`src/ros_pkg.sv`:
```
// package of register map, reset values and encodings for the relay output selector
package ros_pkg;
   // ==========================================================
   // register byte addresses
   localparam logic [7:0] ROS_ADDR_GAIN = 8'h00;
   localparam logic [7:0] ROS_ADDR_OFFSET = 8'h04;
   localparam logic [7:0] ROS_ADDR_FUNC = 8'h08;
   localparam logic [7:0] ROS_ADDR_THRESH = 8'h0c;
   localparam logic [7:0] ROS_ADDR_HYST = 8'h10;
   localparam logic [7:0] ROS_ADDR_READOUT = 8'h14;
   localparam logic [7:0] ROS_ADDR_SLAVE = 8'h18;
   localparam logic [7:0] ROS_ADDR_STATUS = 8'h1c;
   // ==========================================================
   // settings in tenths of a percent; function code limits, slave source code and fieldbus relay bit
   localparam logic [15:0] ROS_GAIN_MAX = 16'h4e20;
   localparam logic [15:0] ROS_GAIN_RST = 16'h03e8;
   localparam logic signed [15:0] ROS_OFFSET_MAX = 16'sh1388;
   localparam logic signed [15:0] ROS_OFFSET_MIN = -16'sh1388;
   localparam logic [15:0] ROS_OFFSET_RST = 16'h0000;
   localparam logic [15:0] ROS_THRESH_MAX = 16'h07d0;
   localparam logic [15:0] ROS_THRESH_RST = 16'h03e8;
   localparam logic [15:0] ROS_HYST_MAX = 16'h03e8;
   localparam logic [15:0] ROS_HYST_RST = 16'h0000;
   localparam logic [15:0] ROS_FUNC_MAX = 16'h000c;
   localparam logic [15:0] ROS_FUNC_RST = 16'h0001;
   localparam logic [15:0] ROS_GAIN_UNITY = 16'h03e8;
   localparam logic [3:0] ROS_SRC_SLAVE = 4'h9;
   localparam int ROS_FB_RELAY_BIT = 8;
   // ==========================================================
   // relay function codes
   localparam logic [3:0] ROS_F_RUN = 4'h0;
   localparam logic [3:0] ROS_F_HEALTHY = 4'h1;
   localparam logic [3:0] ROS_F_AT_SPEED = 4'h2;
   localparam logic [3:0] ROS_F_TRIPPED = 4'h3;
   localparam logic [3:0] ROS_F_SPD_HI = 4'h4;
   localparam logic [3:0] ROS_F_CUR_HI = 4'h5;
   localparam logic [3:0] ROS_F_SPD_LO = 4'h6;
   localparam logic [3:0] ROS_F_CUR_LO = 4'h7;
   localparam logic [3:0] ROS_F_AIN2_HI = 4'h8;
   localparam logic [3:0] ROS_F_READY = 4'h9;
   localparam logic [3:0] ROS_F_FIRE = 4'ha;
   localparam logic [3:0] ROS_F_SPD_HI_NF = 4'hb;
   localparam logic [3:0] ROS_F_FIELDBUS = 4'hc;
endpackage

```
`src/ros_relay_output_selector.sv`:
```
// relay output selector with analog input scaling and slave speed scaling
//
// Function
// RULE1: analog input one scaled by gain setting
// RULE2: slave mode speed is master times gain, clamped
// RULE3: readout equals level minus offset, times gain
// RULE4: selector 0..12, default 1, drives relay
// RULE5: code 0: motor enabled
// RULE6: code 1: powered and no fault
// RULE7: code 2: output frequency at setpoint
// RULE8: code 3: drive tripped
// RULE9: code 4: frequency above threshold
// RULE10: code 5: current above threshold
// RULE11: code 6: frequency below threshold
// RULE12: code 7: current below threshold
// RULE13: code 8: analog input two above threshold
// RULE14: code 9: ready to run, no trip
// RULE15: code 10: fire mode active
// RULE16: code 11: as code 4, frozen in fire mode
// RULE17: code 12: fieldbus control word bit 8
// RULE18: one threshold setting 0..200 percent, default 100
// RULE19: hysteresis setting 0..100 percent, default 0
// RULE20: compare sets on crossing, releases past hysteresis
//
// The placing of the registers and the APB interface to the registers were chosen for this implementation.
`timescale 1ns/10ps
module ros_relay_output_selector
(
   // clock and reset
   input wire logic clk_sys,
   input wire logic rst_n,
   input wire logic clk_en,
   // apb slave
   input wire logic psel,
   input wire logic penable,
   input wire logic pwrite,
   input wire logic [7:0] paddr,
   input wire logic [31:0] pwdata,
   output logic [31:0] prdata,
   output logic pready,
   output logic pslverr,
   // drive status, same clock, tenths of a percent
   input wire logic motor_enabled,
   input wire logic power_ok,
   input wire logic fault_present,
   input wire logic ready_to_run,
   input wire logic fire_mode,
   input wire logic [15:0] out_freq,
   input wire logic [15:0] setpoint_freq,
   input wire logic [15:0] motor_current,
   input wire logic [15:0] ain2_level,
   input wire logic signed [15:0] ain1_level,
   input wire logic [15:0] fieldbus_ctrl,
   input wire logic [3:0] ctrl_source,
   input wire logic signed [15:0] master_speed,
   input wire logic signed [15:0] min_speed,
   input wire logic signed [15:0] max_speed,
   // outputs
   output logic relay_on,
   output logic signed [15:0] scaled_input_readout,
   output logic signed [15:0] slave_speed,
   output logic slave_active
);
   import ros_pkg::*;

   // ==========================================================
   // settings
   logic [15:0] gain_reg;
   logic signed [15:0] offset_reg;
   logic [3:0] func_reg;
   logic [15:0] thresh_reg;
   logic [15:0] hyst_reg;
   logic spd_hi_reg;
   logic cur_hi_reg;
   logic ain2_hi_reg;
   logic spd_lo_reg;
   logic cur_lo_reg;
   logic relay_next;

   // out-of-range writes saturate instead of faulting the bus
   function automatic logic [15:0] clamp_u(input logic [31:0] v, input logic [15:0] mx);
      clamp_u = (v > {16'h0000, mx}) ? mx : v[15:0];
   endfunction

   function automatic logic signed [31:0] clamp_s(input logic signed [31:0] v,
      input logic signed [31:0] lo, input logic signed [31:0] hi);
      if (v < lo)
         clamp_s = lo;
      else if (v > hi)
         clamp_s = hi;
      else
         clamp_s = v;
   endfunction

   // hysteresis comparator: above-threshold form
   function automatic logic cmp_hi(input logic st, input logic [15:0] v,
      input logic [15:0] th, input logic [15:0] hy);
      logic [16:0] rel;
      rel = {1'b0, th} - {1'b0, hy};
      if ({1'b0, v} > {1'b0, th})
         cmp_hi = 1'b1;
      // band wider than threshold: never released, holds its state
      else if (!rel[16] && ({1'b0, v} <= rel))
         cmp_hi = 1'b0;
      else
         cmp_hi = st;
   endfunction

   // hysteresis comparator: below-threshold form
   function automatic logic cmp_lo(input logic st, input logic [15:0] v,
      input logic [15:0] th, input logic [15:0] hy);
      logic [16:0] rel;
      rel = {1'b0, th} + {1'b0, hy};
      if (v < th)
         cmp_lo = 1'b1;
      else if ({1'b0, v} >= rel)
         cmp_lo = 1'b0;
      else
         cmp_lo = st;
   endfunction

   wire logic wr_en = psel && penable && pwrite && clk_en;
   wire logic rd_en = psel && penable && !pwrite && clk_en;
   wire logic addr_ok = (paddr == ROS_ADDR_GAIN) || (paddr == ROS_ADDR_OFFSET) ||
      (paddr == ROS_ADDR_FUNC) || (paddr == ROS_ADDR_THRESH) || (paddr == ROS_ADDR_HYST) ||
      (paddr == ROS_ADDR_READOUT) || (paddr == ROS_ADDR_SLAVE) || (paddr == ROS_ADDR_STATUS);

   // ==========================================================
   // register writes
   always_ff @(posedge clk_sys or negedge rst_n)
   begin
      if (!rst_n)
      begin
         gain_reg <= ROS_GAIN_RST; // RULE1
         offset_reg <= ROS_OFFSET_RST; // RULE3
         func_reg <= ROS_FUNC_RST[3:0]; // RULE4
         thresh_reg <= ROS_THRESH_RST; // RULE18
         hyst_reg <= ROS_HYST_RST; // RULE19
      end
      else if (wr_en)
      begin
         case (paddr)
            ROS_ADDR_GAIN: gain_reg <= clamp_u({16'h0000, pwdata[15:0]}, ROS_GAIN_MAX); // RULE1
            ROS_ADDR_OFFSET: offset_reg <= 16'(clamp_s(32'(signed'(pwdata[15:0])),
               32'(ROS_OFFSET_MIN), 32'(ROS_OFFSET_MAX))); // RULE3
            ROS_ADDR_FUNC: func_reg <= 4'(clamp_u({16'h0000, pwdata[15:0]}, ROS_FUNC_MAX)); // RULE4
            ROS_ADDR_THRESH: thresh_reg <= clamp_u({16'h0000, pwdata[15:0]}, ROS_THRESH_MAX); // RULE18
            ROS_ADDR_HYST: hyst_reg <= clamp_u({16'h0000, pwdata[15:0]}, ROS_HYST_MAX); // RULE19
            default: ;
         endcase
      end
   end

   // ==========================================================
   // apb answer: zero wait states, unmapped gives pslverr
   always_ff @(posedge clk_sys or negedge rst_n)
   begin
      if (!rst_n)
      begin
         prdata <= 32'h00000000;
         pready <= 1'b0;
         pslverr <= 1'b0;
      end
      else if (clk_en)
      begin
         pready <= psel && !penable;
         pslverr <= psel && !penable && !addr_ok;
         if (psel && !penable && !pwrite)
         begin
            case (paddr)
               ROS_ADDR_GAIN: prdata <= {16'h0000, gain_reg};
               ROS_ADDR_OFFSET: prdata <= 32'(offset_reg);
               ROS_ADDR_FUNC: prdata <= {28'h0000000, func_reg};
               ROS_ADDR_THRESH: prdata <= {16'h0000, thresh_reg};
               ROS_ADDR_HYST: prdata <= {16'h0000, hyst_reg};
               ROS_ADDR_READOUT: prdata <= 32'(scaled_input_readout);
               ROS_ADDR_SLAVE: prdata <= 32'(slave_speed);
               ROS_ADDR_STATUS: prdata <= {26'h0000000, slave_active, spd_hi_reg,
                  cur_hi_reg, ain2_hi_reg, spd_lo_reg, relay_on};
               default: prdata <= 32'h00000000;
            endcase
         end
         else if (rd_en)
            prdata <= prdata;
      end
   end

   // ==========================================================
   // analog input scaling; result clamped to 16 bits signed
   wire logic signed [17:0] ain_diff = 18'(ain1_level) - 18'(offset_reg); // RULE3
   wire logic signed [35:0] ain_prod = 36'(ain_diff) * 36'(signed'({1'b0, gain_reg})); // RULE1
   wire logic signed [35:0] ain_scaled = ain_prod / 36'(signed'({1'b0, ROS_GAIN_UNITY}));
   wire logic signed [33:0] spd_prod = 34'(master_speed) * 34'(signed'({1'b0, gain_reg}));
   wire logic signed [33:0] spd_scaled = spd_prod / 34'(signed'({1'b0, ROS_GAIN_UNITY}));
   wire logic signed [31:0] ain_sat = clamp_s(32'(clamp_s(ain_scaled[31:0] ^ 32'h0,
      -32'sd32768, 32'sd32767)), -32'sd32768, 32'sd32767);
   wire logic signed [31:0] spd_lim = clamp_s(spd_scaled[31:0],
      32'(min_speed), 32'(max_speed)); // RULE2

   always_ff @(posedge clk_sys or negedge rst_n)
   begin
      if (!rst_n)
      begin
         scaled_input_readout <= 16'sh0000;
         slave_speed <= 16'sh0000;
         slave_active <= 1'b0;
      end
      else if (clk_en)
      begin
         scaled_input_readout <= 16'(ain_sat); // RULE3
         slave_active <= (ctrl_source == ROS_SRC_SLAVE); // RULE2
         slave_speed <= (ctrl_source == ROS_SRC_SLAVE) ? 16'(spd_lim) : 16'sh0000; // RULE2
      end
   end

   // ==========================================================
   // threshold comparators with hysteresis
   always_ff @(posedge clk_sys or negedge rst_n)
   begin
      if (!rst_n)
      begin
         spd_hi_reg <= 1'b0;
         cur_hi_reg <= 1'b0;
         ain2_hi_reg <= 1'b0;
         spd_lo_reg <= 1'b0;
         cur_lo_reg <= 1'b0;
      end
      else if (clk_en)
      begin
         spd_hi_reg <= cmp_hi(spd_hi_reg, out_freq, thresh_reg, hyst_reg); // RULE20
         cur_hi_reg <= cmp_hi(cur_hi_reg, motor_current, thresh_reg, hyst_reg); // RULE20
         ain2_hi_reg <= cmp_hi(ain2_hi_reg, ain2_level, thresh_reg, hyst_reg); // RULE20
         spd_lo_reg <= cmp_lo(spd_lo_reg, out_freq, thresh_reg, hyst_reg); // RULE20
         cur_lo_reg <= cmp_lo(cur_lo_reg, motor_current, thresh_reg, hyst_reg); // RULE20
      end
   end

   // ==========================================================
   // relay source select; one cycle behind the comparators
   always_comb
   begin
      relay_next = relay_on;
      case (func_reg)
         ROS_F_RUN: relay_next = motor_enabled; // RULE5
         ROS_F_HEALTHY: relay_next = power_ok && !fault_present; // RULE6
         ROS_F_AT_SPEED: relay_next = (out_freq == setpoint_freq); // RULE7
         ROS_F_TRIPPED: relay_next = fault_present; // RULE8
         ROS_F_SPD_HI: relay_next = spd_hi_reg; // RULE9
         ROS_F_CUR_HI: relay_next = cur_hi_reg; // RULE10
         ROS_F_SPD_LO: relay_next = spd_lo_reg; // RULE11
         ROS_F_CUR_LO: relay_next = cur_lo_reg; // RULE12
         ROS_F_AIN2_HI: relay_next = ain2_hi_reg; // RULE13
         ROS_F_READY: relay_next = ready_to_run && !fault_present; // RULE14
         ROS_F_FIRE: relay_next = fire_mode; // RULE15
         ROS_F_SPD_HI_NF: relay_next = fire_mode ? relay_on : spd_hi_reg; // RULE16
         ROS_F_FIELDBUS: relay_next = fieldbus_ctrl[ROS_FB_RELAY_BIT]; // RULE17
         default: relay_next = 1'b0;
      endcase
   end

   always_ff @(posedge clk_sys or negedge rst_n)
   begin
      if (!rst_n)
         relay_on <= 1'b0;
      else if (clk_en)
         relay_on <= relay_next; // RULE4
   end
endmodule // ros_relay_output_selector

```
`config.mk`:
```
export PLATFORM = sky130hd
export DESIGN_NAME = ros_relay_output_selector
export DESIGN_NICKNAME = d
export VERILOG_FILES = /design/src/ros_pkg.sv /design/src/ros_relay_output_selector.sv
export SDC_FILE = /design/constraint.sdc
export NUM_CORES = 2
export LEC_CHECK = 0
export ABC_AREA = 1
export BUFFER_PORTS_ARGS = -buffer_cell sky130_fd_sc_hd__buf_2
export CAP_MARGIN = 25
export CORE_ASPECT_RATIO = 1.4
export CORE_UTILIZATION = 35
export CTS_CLUSTER_DIAMETER = 50
export DETAILED_ROUTE_END_ITERATION = 8
export PLACE_DENSITY = 0.53
export SETUP_SLACK_MARGIN = 0.2
export SLEW_MARGIN = 0
export SYNTH_ARGS = -nofsm -noshare
export SYNTH_HDL_FRONTEND = slang
export SYNTH_SLANG_ARGS = --single-unit
```
`constraint.sdc`:
```
create_clock -name clk_sys -period 33 [get_ports clk_sys]
set_input_delay 1.65 -clock clk_sys [delete_from_list [all_inputs] [get_ports clk_sys]]
set_output_delay 1.65 -clock clk_sys [all_outputs]
set_load 0.1 [all_outputs]
```
==> impl_metrics.csv <==
group,metric,value,unit
global_route,antenna_found_initial,4,
synthesis,postSynthCellCount,7417,
clock_tree,htreeDepth,4,
sta,fmax,0.03539,GHz
sta,drv_slew,0,
route,vias,46860,
cells_and_area,final_common_cell,"nand2_1",
route,drtAntennaViolNets,0,
cells_and_area,drive_above_1_share,0.1365,
synthesis,synth_cell_types,86,
setup_path,crit_top_cell,"nand2_1",
global_route,grt_max_degree,77,
min_path,hold_class,"register to register",
die,coreArea,138000,µm²
clock_tree,cts_max_path_buffers,2,
global_route,first_global_vias,47690,
run_status,status,"completed",
synthesis,synth_edf_count,0,
place,port_buffers,235,
global_route,overflow,0,
clock_tree,clk_pin_slew,0.06,ns
route,vias_per_cell,5.006,
setup_path,worstPathRequired,33.38,ns
cells_and_area,fillCellCount,14940,
setup_path,setup.worst_path.start,"ain1_level[2]",
clock_tree,tritoncts,"built",
synthesis,async_reset_ff_frac,1.000,
synthesis,yosysWarnings,0,
die,start_util,0.3535,
setup_path,critical-path-max-stage-delay,0.59,ns
global_route,globalRouteTotalUtil,0.2301,
clock_tree,clk_latency,0.44,ns
synthesis,syn-num-nets,8544,
clock_tree,numCtsBuffers,17,
setup_path,r2r_start,"offset_reg[0]",
route,wl_per_cell,17.31,µm
synthesis,synth.avg_cell_area,6.577,µm²
place,routabilityCongestion,0.9650,
clock_tree,postCtsHoldBufs,0,
cells_and_area,seq_area,3169,µm²
cells_and_area,multi_input_area,38750,µm²
cells_and_area,layout.nets,8679,
synthesis,synth-seq-cells,126,
setup_path,regToRegSetupSlack,5.67,ns
sta,tns,0,ns
synthesis,yosysTopAreaCell,"fa_1",
clock_tree,postCtsSetupBuffers,0,
setup_path,cpMaxStageDelayCell,"fa_1",
cells_and_area,regMostFlops,"prdata",
die,num_rows,161,
sta,rsz0062_at_grt,"false",
die,die_w,317.5,µm
sta,hold_violations,0,
route,drt_iter0_drc,2496,
route,first_pass_iters,6,
global_route,grt_pass1_wl,256.2,mm
sta,skew,0.008779,ns
synthesis,ys_top_cells_by_area,"fa_1, nand2_1, ha_1, inv_1, dfrtp_1",
cells_and_area,mostFrequentLayoutCells,"nand2_1, inv_1, nor2_1",
route,wirelength,162.0,mm
place,hpwl,138.3,mm
die,die_h,443.7,µm
clock_tree,cts_root_buf,"clkbuf_16",
cells_and_area,syn2layout_area_growth,7.100,%
sta,slew_headroom,0.3285,
synthesis,ys_seq_area_frac,0.06497,
setup_path,crit_fanout,31,
sta,fin_crit,28.26,ns
die,dieArea,140900,µm²
die,boundaryPins,267,
cells_and_area,largest_reg_flops,17,
setup_path,crit_type,"input pin to register",
synthesis,netlist_area,48780,µm²
setup_path,critPathCaptureType,"register",
clock_tree,clock_sinks,126,
setup_path,cp.arrival,28.64,ns
sta,final-setup-viol-count,0,
route,drc,0,
synthesis,ys.flop_type,"dfrtp_1",
setup_path,worst_setup_path_start_kind,"input pin",
synthesis,synth_top_area_frac,0.1953,
clock_tree,ctsResizeCount,0,
flow_run,maxCapViolCount,0,
sta,worst_slew_pin_slew,0.9942,ns
sta,finalCritPeriodShare,0.8563,
min_path,min-delay-start,"prdata[7]",
## critical path: cells and delay by family
family	cells	cell delay, ns
AO/OA/AOI/OAI	17	3.28
buffers and inverters	23	2.73
adder cells (fa/ha/maj)	9	3.96
AND/OR/NAND/NOR	130	16.66
XOR/XNOR	1	0.17
## cells in the mapped netlist, drive strengths merged, types with 113 or more instances
cell,number
nand3,549
ha,452
dfrtp,113
o21ai,308
a21oi,233
inv,1573
xor2,180
nand4,121
clkbuf,113
nor2,640
fa,476
nand2,2198
## metal layers
metal,global-route usage,vias up,wire (µm)
met2,0.4404,1121,83900
met1,0.2550,22180,63610
li1,-,23230,-
met5,0,-,33
met3,0.01697,324,5826
met4,0.1089,4,8652
## cell families (layout without fill, tap and decap cells)
family	Yosys count	count (layout)	share of synthesized area
DFF	126	126	0.06497
AOI/OAI and AO/OA	740	740	0.09159
xor gates and xnor gates	214	214	0.03842
buffers and inverters	1755	1903	0.1407
adders and majority gates	928	928	0.3113
muxes	1	1	0.0002052
other	0	2	0
and+or+nand+nor	3653	3653	0.3529
## stage by stage
stage                     hold slack, ns  utilization  area [µm²]  instances  setup WS (ns)
final                             0.4752       0.3786       52250       9360          4.741
after floorplan                   0.4526            -       48780       7417          10.11
after global routing              0.4992       0.3786       52240       9358          1.893
after detailed placement          0.4607       0.3741       51620       9323          4.383
after global placement            0.4643       0.3741       51620       9323          4.589
after CTS                         0.4766       0.3782       52180       9355          4.766
## final timing paths
kind,endpoint,cells past startpoint
worst min register to register,prdata[7],2
min in group asynchronous,hyst_reg[4],1
worst max-delay path,scaled_input_readout[14],180
worst max register to register,scaled_input_readout[14],179
worst min-delay path,prdata[7],2
max in group asynchronous,slave_active,3
## cell type report
type / instances / area share
Tap cell: 1793 / 0.04294
Multi-Input combinational cell: 5536 / 0.7417
Clock inverter: 13 / 0.002179
Clock buffer: 19 / 0.008669
Inverter: 1604 / 0.1158
Timing Repair Buffer: 267 / 0.02790
Sequential cell: 126 / 0.06066
Antenna cell: 2 / 0.00009579
Power is left out: the tool's default activity adds up to more than one toggle a clock period on the data nets, which glitch-free logic cannot reach.
